## src/csc_regs.svh

```systemverilog
// register map, reset values and timing counts of the crane speed select
//------------------------------------------------------------------------
// How it works
// [RULE1] any run input going active issues a run at 6 Hz in crane modes
// [RULE2] both run inputs off, or both on, ramps output frequency to zero
// [RULE3] two-step mode: accel input ramps toward upper limit, release holds
// [RULE4] three-step mode: step accel input ramps toward the upper limit
// [RULE5] three-step mode: hold input freezes speed, release returns to 6 Hz
// [RULE6] five-speed: preset n needs presets one to n-1 active as well
// [RULE7] two- and three-speed modes use only one or two preset inputs
// [RULE8] unipolar analog sets speed between lower and upper limits
// [RULE9] bipolar analog sets speed and direction between the limits
// [RULE10] both run inputs in a crane mode halt with a sequence alarm
// [RULE11] sequence alarm clears only once every discrete input is released
// [RULE12] brake release needs torque at threshold, 10.00 to 250.0 percent
// [RULE13] torque must reach threshold within proving time, 0.5 to 10.0 s
// [RULE14] torque is also compared during the stable countdown
// [RULE15] torque must stay at threshold for the stable time before release
// [RULE16] axis select: closed-loop hoist default, open-loop, main, bridge
// [RULE17] speed method defaults to two-step; standard is plain drive
// [RULE18] accelerating speed is clamped at the upper limit
//------------------------------------------------------------------------
`ifndef CSC_REGS_SVH
`define CSC_REGS_SVH
// byte offsets
`define CSC_OFS_CTRL 6'h00
`define CSC_OFS_UPPER 6'h04
`define CSC_OFS_LOWER 6'h08
`define CSC_OFS_STEP 6'h0c
`define CSC_OFS_PRESET1 6'h10
`define CSC_OFS_PRESET4 6'h1c
`define CSC_OFS_THR 6'h20
`define CSC_OFS_PROVE 6'h24
`define CSC_OFS_STABLE 6'h28
`define CSC_OFS_STATUS 6'h2c
`define CSC_OFS_IRQ_ST 6'h30
`define CSC_OFS_IRQ_MASK 6'h34
// ctrl fields
`define CSC_CTRL_MODE_LSB 0
`define CSC_CTRL_AXIS_LSB 4
// status fields
`define CSC_ST_DIR_BIT 16
`define CSC_ST_ALARM_BIT 17
`define CSC_ST_OPEN_BIT 18
// interrupt bits
`define CSC_IRQ_ALARM 0
`define CSC_IRQ_OPEN 1
`define CSC_IRQ_FAULT 2
// frequencies in 0.01 Hz
`define CSC_FREQ_RUN 16'h0258
`define CSC_RST_UPPER 16'h1770
`define CSC_RST_LOWER 16'h0258
`define CSC_RST_STEP 16'h000a
`define CSC_RST_PRESET 16'h03e8
// torque in 0.01 percent
`define CSC_RST_THR 16'h2710
`define CSC_THR_MIN 16'h03e8
`define CSC_THR_MAX 16'h61a8
// proving time in 0.1 s, stable time in 0.01 s
`define CSC_RST_PROVE 8'h0a
`define CSC_PROVE_MIN 8'h05
`define CSC_PROVE_MAX 8'h64
`define CSC_RST_STABLE 8'h14
`define CSC_PROVE_MS 8'h64
`define CSC_STABLE_MS 8'h0a
// timing base
`define CSC_CLK_NS 5
`define CSC_TICK_NS 1000000
`endif

```

## src/csc_pkg.sv

```systemverilog
// types of the crane speed select
package csc_pkg;
   typedef enum logic [2:0] {
      CSC_STD, CSC_STEP2, CSC_STEP3, CSC_SPD5,
      CSC_SPD2, CSC_SPD3, CSC_UNI, CSC_BIP
   } csc_mode_t;
   typedef enum logic [2:0] {
      CSC_CL_HOIST, CSC_OL_HOIST, CSC_MAIN_HOIST, CSC_BRIDGE, CSC_ROTATE
   } csc_axis_t;
   typedef enum logic [2:0] {
      B_SET, B_PROVE, B_STABLE, B_OPEN, B_FAULT
   } csc_brake_t;
   typedef struct packed {
      csc_mode_t mode;
      csc_axis_t axis;
      logic [15:0] upper;
      logic [15:0] lower;
      logic [15:0] step;
      logic [3:0][15:0] preset;
      logic [15:0] thr;
      logic [7:0] prove;
      logic [7:0] stable;
      logic [2:0] irq_st;
      logic [2:0] irq_mask;
      logic ack;
      logic [31:0] rdata;
      logic [31:0] presc;
      logic tick;
      logic [15:0] freq;
      logic rev_dir;
      logic alarm;
      csc_brake_t brake;
      logic [15:0] pcnt;
      logic [15:0] scnt;
   } csc_state_t;
endpackage : csc_pkg

```

## src/csc_sync.sv

```systemverilog
// two-flop synchroniser for a group of pin levels
module csc_sync #(
   parameter int WIDTH = 8
) (
   // clock and reset
   input wire logic core_clk_i,
   input wire logic rst_b_i,
   // levels
   input wire logic [WIDTH-1:0] async_i,
   output logic [WIDTH-1:0] sync_o
);
   logic [WIDTH-1:0] meta_reg;
   // one pair of flops per bit; only the second flop is read
   for (genvar i = 0; i < WIDTH; i++)
   begin : g_bit
      always_ff @(posedge core_clk_i)
      begin
         if (!rst_b_i)
         begin
            meta_reg[i] <= 1'b0;
            sync_o[i] <= 1'b0;
         end
         else
         begin
            meta_reg[i] <= async_i[i];
            sync_o[i] <= meta_reg[i];
         end
      end
   end
endmodule : csc_sync

```

## src/csc_speed_select.sv

```systemverilog
// crane speed command select with brake proving and register slave
//
// Local design decisions: the Avalon-MM slave port and the placing of the registers.
`include "csc_regs.svh"
module csc_speed_select
   import csc_pkg::*;
#(
   parameter int TICK_CYCLES = `CSC_TICK_NS / `CSC_CLK_NS,
   parameter int ANA_W = 12
) (
   // clock and reset
   input wire logic core_clk_i,
   input wire logic rst_b_i,
   // avalon-mm slave
   input wire logic [5:0] avs_address_i,
   input wire logic avs_read_i,
   input wire logic avs_write_i,
   input wire logic [3:0] avs_byteenable_i,
   input wire logic [31:0] avs_writedata_i,
   output logic [31:0] avs_readdata_o,
   output logic avs_waitrequest_o,
   // pendant pins
   input wire logic fwd_run_i,
   input wire logic rev_run_i,
   input wire logic [5:0] aux_i,
   // analog converters and torque estimate, same clock
   input wire logic [ANA_W-1:0] unipolar_speed_input_i,
   input wire logic signed [ANA_W-1:0] bipolar_speed_i,
   input wire logic [15:0] torque_i,
   // drive side
   output logic [15:0] freq_cmd_o,
   output logic dir_rev_o,
   output logic run_cmd_o,
   output logic brake_release_o,
   output logic alarm_o,
   output logic irq_o
);
   //---------------------------------------------------------------------
   // checks and constants
   //---------------------------------------------------------------------
   if (TICK_CYCLES < 2 || ANA_W < 2 || ANA_W > 16)
   begin : g_bad
      $error("csc_speed_select: unsupported parameter values");
   end
   localparam logic [31:0] TICK_LAST = 32'(TICK_CYCLES - 1);

   csc_state_t r, n;
   logic [7:0] pins;
   logic fwd, rev, run_one, both, any_in, proving_axis;
   logic accel_request_input, step_accel_input, step_hold_input;
   logic preset_speed_one;
   logic [15:0] prove_ms, stable_ms;

   //---------------------------------------------------------------------
   // pin synchronisers
   //---------------------------------------------------------------------
   csc_sync #(
      .WIDTH(8)
   ) u_sync (
      .core_clk_i(core_clk_i),
      .rst_b_i(rst_b_i),
      .async_i({aux_i, rev_run_i, fwd_run_i}),
      .sync_o(pins)
   );

   // decoded discrete inputs
   assign fwd = pins[0];
   assign rev = pins[1];
   assign accel_request_input = pins[2];
   assign preset_speed_one = pins[4];
   assign step_accel_input = pins[4];
   assign step_hold_input = pins[5];
   assign run_one = fwd ^ rev;
   assign both = fwd & rev;
   assign any_in = |pins;
   // only the closed-loop and main hoist axes prove torque before release
   assign proving_axis = (r.axis == CSC_CL_HOIST) ||
      (r.axis == CSC_MAIN_HOIST); // RULE16
   assign prove_ms = 16'(r.prove * `CSC_PROVE_MS);
   assign stable_ms = 16'(r.stable * `CSC_STABLE_MS);

   // byte-lane merge for 16-bit registers
   function automatic logic [15:0] csc_merge(input logic [15:0] old_v);
      logic [15:0] m;
      m = {{8{avs_byteenable_i[1]}}, {8{avs_byteenable_i[0]}}};
      return (old_v & ~m) | (avs_writedata_i[15:0] & m);
   endfunction : csc_merge

   //---------------------------------------------------------------------
   // next state
   //---------------------------------------------------------------------
   always_comb
   begin
      logic [15:0] tgt;
      logic [15:0] span;
      logic [15:0] v;
      logic [ANA_W-1:0] mag;
      logic [2:0] lvl;
      logic [2:0] maxlvl;
      logic hold;
      logic wr;
      logic [2:0] ev;
      tgt = 16'h0000;
      span = r.upper - r.lower;
      v = 16'h0000;
      mag = '0;
      lvl = 3'h0;
      maxlvl = 3'h4;
      hold = 1'b0;
      wr = 1'b0;
      ev = 3'h0;
      n = r;

      // millisecond tick paces ramps and brake timing
      n.tick = (r.presc == TICK_LAST);
      n.presc = n.tick ? 32'h0 : r.presc + 32'h1;

      // one wait cycle per access, then the answer
      n.ack = (avs_read_i | avs_write_i) & ~r.ack;
      // a write lands only at the edge where waitrequest is seen low
      wr = avs_write_i & r.ack;
      if (avs_read_i && !r.ack)
      begin
         case (avs_address_i)
            `CSC_OFS_CTRL: n.rdata = {25'h0, r.axis, 1'b0, r.mode};
            `CSC_OFS_UPPER: n.rdata = {16'h0, r.upper};
            `CSC_OFS_LOWER: n.rdata = {16'h0, r.lower};
            `CSC_OFS_STEP: n.rdata = {16'h0, r.step};
            6'h10, 6'h14, 6'h18, `CSC_OFS_PRESET4:
               n.rdata = {16'h0, r.preset[avs_address_i[3:2]]};
            `CSC_OFS_THR: n.rdata = {16'h0, r.thr};
            `CSC_OFS_PROVE: n.rdata = {24'h0, r.prove};
            `CSC_OFS_STABLE: n.rdata = {24'h0, r.stable};
            `CSC_OFS_STATUS: n.rdata = {13'h0, r.brake == B_OPEN,
               r.alarm, r.rev_dir, r.freq};
            `CSC_OFS_IRQ_ST: n.rdata = {29'h0, r.irq_st};
            `CSC_OFS_IRQ_MASK: n.rdata = {29'h0, r.irq_mask};
            default: n.rdata = 32'h0;
         endcase
      end
      if (wr)
      begin
         case (avs_address_i)
            `CSC_OFS_CTRL:
            begin
               if (avs_byteenable_i[0])
               begin
                  n.mode = csc_mode_t'(avs_writedata_i[2:0]); // RULE17
                  if (avs_writedata_i[6:4] <= 3'h4)
                     n.axis = csc_axis_t'(avs_writedata_i[6:4]); // RULE16
               end
            end
            `CSC_OFS_UPPER: n.upper = csc_merge(r.upper);
            `CSC_OFS_LOWER: n.lower = csc_merge(r.lower);
            `CSC_OFS_STEP: n.step = csc_merge(r.step);
            6'h10, 6'h14, 6'h18, `CSC_OFS_PRESET4:
               n.preset[avs_address_i[3:2]] =
                  csc_merge(r.preset[avs_address_i[3:2]]);
            `CSC_OFS_THR:
            begin
               // out-of-range thresholds are clipped, not refused
               v = csc_merge(r.thr);
               if (v < `CSC_THR_MIN)
                  n.thr = `CSC_THR_MIN; // RULE12
               else if (v > `CSC_THR_MAX)
                  n.thr = `CSC_THR_MAX; // RULE12
               else
                  n.thr = v;
            end
            `CSC_OFS_PROVE:
            begin
               if (avs_byteenable_i[0])
               begin
                  if (avs_writedata_i[7:0] < `CSC_PROVE_MIN)
                     n.prove = `CSC_PROVE_MIN; // RULE13
                  else if (avs_writedata_i[7:0] > `CSC_PROVE_MAX)
                     n.prove = `CSC_PROVE_MAX; // RULE13
                  else
                     n.prove = avs_writedata_i[7:0];
               end
            end
            `CSC_OFS_STABLE:
               if (avs_byteenable_i[0])
                  n.stable = avs_writedata_i[7:0]; // RULE15
            `CSC_OFS_IRQ_MASK:
               if (avs_byteenable_i[0])
                  n.irq_mask = avs_writedata_i[2:0];
            default: ;
         endcase
      end

      // sequence alarm: raised on both runs outside standard mode, held until all released
      if (r.mode != CSC_STD && both && !r.alarm)
      begin
         n.alarm = 1'b1; // RULE10
         ev[`CSC_IRQ_ALARM] = 1'b1;
      end
      else if (r.alarm && !any_in)
         n.alarm = 1'b0; // RULE11

      // speed target per method
      case (r.mode)
         CSC_STEP2:
         begin
            // from standstill the run input alone asks for the run level
            tgt = accel_request_input ? r.upper :
               (r.freq == 16'h0) ? `CSC_FREQ_RUN : r.freq; // RULE3
            hold = !accel_request_input && r.freq != 16'h0; // RULE3
         end
         CSC_STEP3:
         begin
            if (step_hold_input)
               hold = 1'b1; // RULE5
            else if (step_accel_input)
               tgt = r.upper; // RULE4
            else
               tgt = `CSC_FREQ_RUN; // RULE5
         end
         CSC_SPD5, CSC_SPD2, CSC_SPD3:
         begin
            // the first gap in the preset chain caps the level
            maxlvl = (r.mode == CSC_SPD2) ? 3'h1 :
               (r.mode == CSC_SPD3) ? 3'h2 : 3'h4; // RULE7
            if (preset_speed_one)
            begin
               lvl = 3'h1; // RULE6
               if (pins[5])
               begin
                  lvl = 3'h2; // RULE6
                  if (pins[6])
                     lvl = pins[7] ? 3'h4 : 3'h3; // RULE6
               end
            end
            if (lvl > maxlvl)
               lvl = maxlvl; // RULE7
            tgt = (lvl == 3'h0) ? `CSC_FREQ_RUN :
               r.preset[2'(lvl - 3'h1)]; // RULE6
         end
         CSC_UNI:
            tgt = r.lower + 16'((32'(span) *
               32'(unipolar_speed_input_i)) >> ANA_W); // RULE8
         CSC_BIP:
         begin
            mag = bipolar_speed_i[ANA_W-1] ? ANA_W'(-bipolar_speed_i) :
               ANA_W'(bipolar_speed_i);
            tgt = r.lower + 16'((32'(span) * 32'(mag))
               >> (ANA_W - 1)); // RULE9
         end
         default:
            tgt = r.upper; // RULE17
      endcase
      if (tgt > r.upper)
         tgt = r.upper; // RULE18
      // no run, both runs or a halt ramp to zero
      if (!run_one || r.alarm || r.brake == B_FAULT)
      begin
         tgt = 16'h0; // RULE2
         hold = 1'b0;
      end
      // speed stays at the run level until the brake has let go
      else if (r.brake != B_OPEN && tgt > `CSC_FREQ_RUN)
      begin
         tgt = `CSC_FREQ_RUN;
         hold = 1'b0;
      end

      // frequency update: instant run level on start, ramp on tick
      if (run_one && !r.alarm && r.freq == 16'h0 && tgt != 16'h0)
      begin
         n.freq = `CSC_FREQ_RUN; // RULE1
         n.rev_dir = (r.mode == CSC_BIP) ?
            rev ^ bipolar_speed_i[ANA_W-1] : rev; // RULE9
      end
      else if (r.tick && !hold)
      begin
         if (r.freq < tgt)
            n.freq = (tgt - r.freq > r.step) ?
               r.freq + r.step : tgt; // RULE18
         else if (r.freq > tgt)
            n.freq = (r.freq - tgt > r.step) ?
               r.freq - r.step : tgt; // RULE2
      end

      // brake sequence
      case (r.brake)
         B_SET:
         begin
            n.pcnt = 16'h0;
            n.scnt = 16'h0;
            if (run_one && !r.alarm && r.freq != 16'h0)
               n.brake = proving_axis ? B_PROVE : B_OPEN;
            if (run_one && !r.alarm && r.freq != 16'h0 && !proving_axis)
               ev[`CSC_IRQ_OPEN] = 1'b1;
         end
         B_PROVE:
         begin
            if (torque_i >= r.thr)
            begin
               n.brake = B_STABLE; // RULE12
               n.scnt = 16'h0;
            end
            else if (r.pcnt >= prove_ms)
            begin
               n.brake = B_FAULT; // RULE13
               ev[`CSC_IRQ_FAULT] = 1'b1;
            end
            else if (r.tick)
               n.pcnt = r.pcnt + 16'h1; // RULE13
         end
         B_STABLE:
         begin
            // a dip restarts the stable count but not the proving window
            if (torque_i < r.thr)
               n.brake = B_PROVE; // RULE14
            else if (r.scnt >= stable_ms)
            begin
               n.brake = B_OPEN; // RULE15
               ev[`CSC_IRQ_OPEN] = 1'b1;
            end
            else if (r.tick)
               n.scnt = r.scnt + 16'h1; // RULE15
         end
         B_OPEN:
            if (r.freq == 16'h0)
               n.brake = B_SET;
         B_FAULT:
            if (!fwd && !rev)
               n.brake = B_SET;
         default:
            n.brake = B_SET;
      endcase
      if ((!run_one || r.alarm) && r.brake != B_OPEN &&
         r.brake != B_FAULT)
         n.brake = B_SET;
      if (r.brake == B_OPEN && r.alarm)
         n.brake = B_SET;

      // sticky events, set wins over a write-one clear
      if (wr && avs_address_i == `CSC_OFS_IRQ_ST && avs_byteenable_i[0])
         n.irq_st = r.irq_st & ~avs_writedata_i[2:0];
      n.irq_st = n.irq_st | ev;
   end

   //---------------------------------------------------------------------
   // state register
   //---------------------------------------------------------------------
   always_ff @(posedge core_clk_i)
   begin
      if (!rst_b_i)
      begin
         r <= '0;
         r.mode <= CSC_STEP2; // RULE17
         r.axis <= CSC_CL_HOIST; // RULE16
         r.upper <= `CSC_RST_UPPER;
         r.lower <= `CSC_RST_LOWER;
         r.step <= `CSC_RST_STEP;
         r.preset <= {4{`CSC_RST_PRESET}};
         r.thr <= `CSC_RST_THR; // RULE12
         r.prove <= `CSC_RST_PROVE; // RULE13
         r.stable <= `CSC_RST_STABLE; // RULE15
         r.brake <= B_SET;
      end
      else
         r <= n;
   end

   // outputs
   assign avs_readdata_o = r.rdata;
   assign avs_waitrequest_o = (avs_read_i | avs_write_i) & ~r.ack;
   assign freq_cmd_o = r.freq;
   assign dir_rev_o = r.rev_dir;
   assign run_cmd_o = (r.freq != 16'h0);
   assign brake_release_o = (r.brake == B_OPEN);
   assign alarm_o = r.alarm;
   assign irq_o = |(r.irq_st & r.irq_mask);
endmodule : csc_speed_select

```

## config.mk

```make
export PLATFORM = sky130hd
export DESIGN_NAME = csc_speed_select
export DESIGN_NICKNAME = d
export VERILOG_FILES = /design/src/csc_pkg.sv /design/src/csc_sync.sv /design/src/csc_speed_select.sv
export VERILOG_INCLUDE_DIRS = /design/src
export SDC_FILE = /design/constraint.sdc
export NUM_CORES = 2
export LEC_CHECK = 0
export CAP_MARGIN = 15
export CORE_ASPECT_RATIO = 1.75
export CORE_MARGIN = 1
export CORE_UTILIZATION = 45
export DETAILED_ROUTE_END_ITERATION = 16
export DONT_BUFFER_PORTS = 1
export PLACE_DENSITY = 0.62
export SETUP_SLACK_MARGIN = 0.3
export SKIP_LAST_GASP = 1
export SLEW_MARGIN = 20
export SYNTH_ARGS = -nofsm -noshare
export SYNTH_HDL_FRONTEND = slang
export SYNTH_HIERARCHICAL = 1
export SYNTH_SLANG_ARGS = --single-unit
```

## constraint.sdc

```tcl
create_clock -name core_clk_i -period 18.8 [get_ports core_clk_i]
set_clock_uncertainty 0.05 [all_clocks]
set_input_delay 1.88 -clock core_clk_i [delete_from_list [all_inputs] [get_ports core_clk_i]]
set_output_delay 1.88 -clock core_clk_i [all_outputs]
set_load 0.03 [all_outputs]
```

### Word level (Yosys, flattened, before mapping)

Cells that the tools add are included.

| operators by class | value |
|---|---|
| bitwise gates (word level) | 24 |
| eq/ne operators | 40 |
| $mul | 4 |
| reductions and logical operators | 67 |
| shift-type cells | 0 |
| muxes and demuxes | 71 |
| order comparisons | 19 |
| add/sub/neg operators | 12 |
| div/mod/pow operators | 0 |

Operators by type and width:

| kind | count |
|---|---|
| $mux W16 | 24 |
| $pmux W19 S11 | 1 |
| $and A16 B16 Y16 | 6 |
| $or A16 B16 Y16 | 5 |
| $pmux W16 S5 | 1 |
| $bmux W16 S2 | 2 |
| $bwmux W64 | 1 |
| $gt A16 B16 Y1 | 4 |
| $sub A16 B16 Y16 | 4 |
| $mux W3 | 17 |
| $add A16 B16 Y16 | 3 |
| $pmux W16 S3 | 1 |
| $eq A6 B6 Y1 const B | 6 |
| $add A16 B1 Y16 const B | 2 |
| $add A32 B1 Y32 const B | 1 |
| $demux W16 S2 | 1 |
| $eq A32 B18 Y1 const B | 1 |
| $lt A16 B16 Y1 | 2 |
| $pmux W16 S2 | 1 |
| $reduce_bool A16 Y1 | 2 |
| $mul A16 B12 Y28 | 1 |
| $mul A16 B12 Y27 | 1 |
| $eq A6 B5 Y1 const B | 4 |
| $mux W10 | 2 |
| 55 further kinds | 144 |

| storage, ports and cells | value |
|---|---|
| RAM bits | 0 |
| latch bits | 0 |
| output and inout bits | 54 |
| bits in read-only memories | 0 |
| bits of input ports | 94 |
| logic and storage cells | 278 |
| bits in registers | 291 |
| memories | 0 |

### Logic depth before layout (Yosys ltp)

| depth | value |
|---|---|
| word-level depth | 26 |
| gate-level depth with buffers | 90 |
| gate-level depth less buffers | 84 |

### Modules after synthesis

The synthesis kept the hierarchy.

By module, submodules not included:

| module | instances | area an instance (µm²) | cells an instance | seq. area each (µm²) |
|---|---|---|---|---|
| csc_speed_select | 1 | 32,782.7 | 4,023 | 5,245.0 |
| csc_sync | 1 | 446.7 | 33 | 320.3 |

### Worst setup path before layout

OpenSTA, ideal clock, no wires.

| timing | value |
|---|---|
| kind | input to register |
| start point | in bipolar_speed_i[1] |
| end point | reg r (netlist bit freq_cmd_o[2]) |
| required time | 18.633 ns |
| setup time | 0.117 ns |
| slack | 1.758 ns |
| arrival | 16.874 ns |
| stages | 71 |
| path buffers | 4 |
| path through | or3_1 -> or3b_1 -> o31a_1 -> xor2_1 -> and2_1 -> fa_1 -> fa_1 -> fa_1 -> fa_1 -> inv_1 -> fa_1 -> inv_1 -> ha_1 -> a21o_1 -> a21oi_1 -> o2111ai_1 -> a31oi_1 -> nor2b_1 -> (+35 left out) -> o21ai_0 -> a21oi_1 -> o21bai_1 -> a21oi_1 -> o21bai_1 -> a21oi_1 -> o21bai_1 -> a21oi_1 -> xnor2_1 -> ha_1 -> nand4_1 -> a211o_1 -> a211oi_1 -> clkbuf_1 -> a22oi_1 -> o221ai_1 -> o21bai_1 -> o2bb2ai_2 |

| between the ends | value |
|---|---|
| longest elaborated chain between the ends | 16 |
| elaborated cells on any way between the ends | 30 |
| classes of those cells | 4 x add/sub; 1 x mul; 6 x order compare; 11 x mux; 8 x reduce/logical |

RTL lines:

| element | line | source |
|---|---|---|
| start, declared | csc_speed_select.sv:28 | `input wire logic signed [ANA_W-1:0] bipolar_speed_i,` |
| $neg A12 Y12 | csc_speed_select.sv:244 | `mag = bipolar_speed_i[ANA_W-1] ? ANA_W'(-bipolar_speed_i) :` |
| $mux W12 * | csc_speed_select.sv:244 |  |
| $mul A16 B12 Y27 * | csc_speed_select.sv:246 | `tgt = r.lower + 16'((32'(span) * 32'(mag))` |
| $add A16 B16 Y16 * | csc_speed_select.sv:246 |  |
| $pmux W16 S5 * | csc_speed_select.sv:202 | `case (r.mode)` |
| $gt A16 B16 Y1 | csc_speed_select.sv:252 | `if (tgt > r.upper)` |
| $mux W16 * | csc_speed_select.sv:252 |  |
| $gt A16 B10 Y1 (no line) | n/a |  |
| $logic_and A1 B1 Y1 (no line) | n/a |  |
| $mux W16 | csc_speed_select.sv:261 | `` else if (r.brake != B_OPEN && tgt > `CSC_FREQ_RUN) `` |
| $mux W16 | csc_speed_select.sv:255 | `if (!run_one \|\| r.alarm \|\| r.brake == B_FAULT)` |
| $sub A16 B16 Y16 | csc_speed_select.sv:280 | `n.freq = (r.freq - tgt > r.step) ?` |
| $gt A16 B16 Y1 | csc_speed_select.sv:280 |  |
| $mux W16 | csc_speed_select.sv:280 |  |
| $mux W16 | csc_speed_select.sv:279 | `else if (r.freq > tgt)` |
| $mux W16 | csc_speed_select.sv:276 | `if (r.freq < tgt)` |
| end signal, assigned | csc_speed_select.sv:364 | `r <= n;` |
| end, declared | csc_speed_select.sv:47 | `csc_state_t r, n;` |

Mark *: on every way between the ends. The rest lies on a longest branch, timed or not. The select of a mux whose other input is x is not followed.
A chain may end at the register's enable or synchronous reset.

### Worst setup path in the final report

| timing | value |
|---|---|
| start point | in bipolar_speed_i[1] |
| end point | reg r (netlist bit freq_cmd_o[9]) |

| between the ends | value |
|---|---|
| longest elaborated chain between the ends | 18 |
| elaborated cells on any way between the ends | 32 |
| classes of those cells | 4 x add/sub; 1 x mul; 6 x order compare; 13 x mux; 8 x reduce/logical |

RTL lines:

| element | line | source |
|---|---|---|
| $neg A12 Y12 | csc_speed_select.sv:244 |  |
| $mux W12 * | csc_speed_select.sv:244 |  |
| $mul A16 B12 Y27 * | csc_speed_select.sv:246 |  |
| $add A16 B16 Y16 * | csc_speed_select.sv:246 |  |
| $pmux W16 S5 * | csc_speed_select.sv:202 |  |
| $gt A16 B16 Y1 | csc_speed_select.sv:252 |  |
| $mux W16 * | csc_speed_select.sv:252 |  |
| $gt A16 B10 Y1 (no line) | n/a |  |
| (+2 left out) | n/a |  |
| $mux W16 | csc_speed_select.sv:255 |  |
| $sub A16 B16 Y16 | csc_speed_select.sv:280 |  |
| $gt A16 B16 Y1 | csc_speed_select.sv:280 |  |
| $mux W16 | csc_speed_select.sv:280 |  |
| $mux W16 | csc_speed_select.sv:279 |  |
| $mux W16 | csc_speed_select.sv:276 |  |
| $mux W10 | csc_speed_select.sv:274 | `else if (r.tick && !hold)` |
| $mux W10 | csc_speed_select.sv:268 | `if (run_one && !r.alarm && r.freq == 16'h0 && tgt != 16'h0)` |

Marked as above.

==> run_results.csv <==
group,metric,value,unit
clock_network,clk_latency,0.59,ns
timing,min_period,17.81,ns
route,routed_wl,114900,um
logic_synthesis,yosysSeqAreaShare,16.75,%
worst_hold_path,hp-start,"u_sync/meta_reg[2]",
logic_synthesis,synth.avg_cell_area,8.193,um2
logic_synthesis,synthArstFlopShare,0,%
worst_setup_path,critPathCaptureType,"flop",
cells_and_area,multi_input_area,25090,um2
timing,finalCritPeriodShare,94.74,%
cells_and_area,final_core_util,48.81,%
route,via_per_inst,5.984,
global_route,first_global_vias,30150,
logic_synthesis,synthCells,4056,
clock_network,cts_root_buf,"clkbuf_16",
timing,max_freq,56.15,MHz
worst_setup_path,r2r_end,"freq_cmd_o[9]",
worst_setup_path,cp_slowest_cell,"o21ai_0",
cells_and_area,nets,4721,
place,dp.final_hpwl,91940,um
floorplan,die_x,207.4,um
route,drc_errors,0,
clock_network,htree_levels,1,
cells_and_area,drive_gt1_share,7.961,%
worst_hold_path,hold_depth,1,
worst_setup_path,path_common_cell,"o21ai_0",
global_route,met2_usage,54.01,%
logic_synthesis,synth_cell_types,99,
global_route,met3_usage,7.222,%
route,vias,29579,
clock_network,cts.sinks,278,
power,powerDensity,73.53,nW/um2
floorplan,io_pins,148,
timing,hold_slack,0.3839,ns
outcome,status,"finished clean",
logic_synthesis,ys_ff_latch,278,
route,drtIter0Drc,2140,
place,routabilityCongestion,1.018,
cells_and_area,area_delta_synth_final,7.135,%
clock_network,clockBufferDepth,3,
worst_setup_path,worstSetupPathType,"in2reg",
clock_network,tritoncts,"yes",
worst_setup_path,critical_path.max_fanout,15,
logic_synthesis,synth_flop_cell,"dfxtp_1",
timing,fin_tns_setup,0,ns
floorplan,dieArea,74980,um2
global_route,grt_max_degree,99,
floorplan,rows,131,
clock_network,cts.clk_slew.worst_paths,0.06,ns
floorplan,fp.dieH,361.5,um
worst_setup_path,crit_path_max_incr_delay,0.61,ns
global_route,antenna_found_initial,11,
worst_setup_path,arrival,18.21,ns
floorplan,core,72940,um2
worst_setup_path,rrSetupSlack,1.15,ns
power,p_leak,16.28,nW
worst_setup_path,critPathLaunchType,"primary input",
timing,setup_violations,0,
timing,worstMarginPinSlew,1.218,ns
logic_synthesis,yosysWarnings,6,
logic_synthesis,synth_area,33230,um2
job,max-cap-violations,0,
cells_and_area,n_fill_cell,7222,
floorplan,start_util,45.56,%
worst_hold_path,min_path_type,"reg2reg",
global_route,top_usage_layer,"met2",
clock_network,postCtsHoldBufs,0,
global_route,grt_util_met1,29.82,%
timing,relSlewSlack,18.08,%
power,vdd_drop_max,0.0001166,V
global_route,grt_pass1_wl,175200,um
place,io_buffers,0,
route,final_antenna_net_count,0,
timing,grt_setup_unrepaired,"no",
worst_setup_path,required,19.20,ns
timing,slew_violations,0,
global_route,grtUsageTotal,30.53,%
global_route,overflow,0,
clock_network,numCtsBuffers,26,
route,wl_per_cell,23.24,um
worst_setup_path,reg2regPathDepth,77,
worst_hold_path,hold_end,"u_sync/sync_o[2]",
route,dr.pass1.iters,6,
timing,hold_violations,0,
logic_synthesis,synth_edf_count,0,
cells_and_area,regArea,5565,um2
[critical path, delay by kind of cell]
family / cells / cell delay (ns)
AO/OA/AOI/OAI: 31 / 6.96
XOR/XNOR: 3 / 0.97
adder cells (fa/ha/maj): 10 / 4.21
buffers and inverters: 8 / 1.17
multiplexers: 1 / 0.25
AND/OR/NAND/NOR: 14 / 2.77
[through the flow]
stage / setup slack [ns] / total power, W / std cells / cell area, um2
finish: 0.9897 / 0.002618 / 4943 / 35600
global placement: 0.2575 / 0.001984 / 4884 / 34320
CTS: 0.3448 / 0.002576 / 4931 / 35260
global route: 0.2690 / 0.002790 / 4940 / 35590
detailed placement: 0.08228 / 0.001996 / 4884 / 34340
floorplan: 1.758 / 0.001592 / 4068 / 33270
[routing by layer]
layer | share of wire [%] | routed length (um)
met5 | 0.070 | 80
met4 | 10 | 11730
met3 | 8.0 | 9163
met2 | 49 | 56330
met1 | 33 | 37570
[cells by family (layout without fill, tap and decap cells)]
| logic type | after synthesis | after routing | share of synthesized area [%] |
|---|---|---|---|
| AND/OR/NAND/NOR | 1315 | 1315 | 18.71 |
| AO/OA/AOI/OAI | 853 | 853 | 17.63 |
| buffers and inverters | 742 | 681 | 9.014 |
| adder cells (fa/ha/maj) | 639 | 639 | 30.54 |
| flip-flops | 278 | 278 | 16.75 |
| XOR/XNOR | 145 | 145 | 3.822 |
| multiplexers | 83 | 83 | 3.521 |
| other | 1 | 18 | 0.01129 |
[Yosys cell counts (35+ instances only)]
library cell	count	area (um2)
xnor2_1	77	674.4
nor3_1	62	310.3
fa_1	287	5746
inv_1	516	1937
a21o_1	56	420.4
a21oi_1	208	1041
nor2_1	296	1111
nand2b_1	39	244.0
and2_1	123	769.5
ha_1	352	4404
xor2_1	68	595.6
o211ai_1	54	405.4
nand3_1	76	380.4
and3_1	40	250.2
buf_4	51	382.9
a221oi_1	35	306.5
nand2_1	487	1828
a211oi_1	65	488.0
mux2i_1	49	490.5
nand4_1	37	231.5
o21ai_0	142	710.7
clkbuf_1	160	600.6
dfxtp_1	278	5565
nor2b_1	35	219.0
[how the worst max path moves through the flow]
stage | from | endpoint
floorplan | bipolar_speed_i[1] | freq_cmd_o[2]
global placement | bipolar_speed_i[0] | freq_cmd_o[9]
detailed placement | bipolar_speed_i[0] | freq_cmd_o[9]
CTS | flop | freq_cmd_o[4]
global route | flop | freq_cmd_o[4]
finish | bipolar_speed_i[1] | freq_cmd_o[9]
[area by class of cell]
| type | instances | area share [%] |
|---|---|---|
| antenna | 5 | 0.03515 |
| clock buffer | 36 | 2.102 |
| clock inverter | 11 | 0.4217 |
| inverter | 517 | 5.458 |
| multi-input combinational | 3048 | 70.48 |
| sequential | 278 | 15.63 |
| tap | 931 | 3.272 |
| timing repair buffer | 117 | 2.597 |
[report_power, final]
| part | switching [W] | internal, W |
|---|---|---|
| clock | 0.000253 | 0.000321 |
| sequential | 0.0000136 | 0.000595 |
| combinational | 0.000855 | 0.000580 |
[placed cells by master (no fill, tap or decap), types with 37 or more instances in the layout]
cell type    n
inv_1      516
nand2_1    485
ha_1       351
nor2_1     292
fa_1       286
dfxtp_1    278
a21oi_1    186
o21ai_0    128
and2_1     122
buf_4      113
nand3_1     75
xnor2_1     68
xor2_1      66
a211oi_1    63
nor3_1      58
a21o_1      56
o211ai_1    54
mux2i_1     49
and3_1      40
nand2b_1    38
nand4_1     37
[repair_timing]
action,CTS,global route
setup endpoints to repair,9,16
gates cloned,0,1
pin swaps,0,14
gates resized for setup,3,66
setup buffers,0,6
No activity file was read; power rests on OpenSTA's default activity.
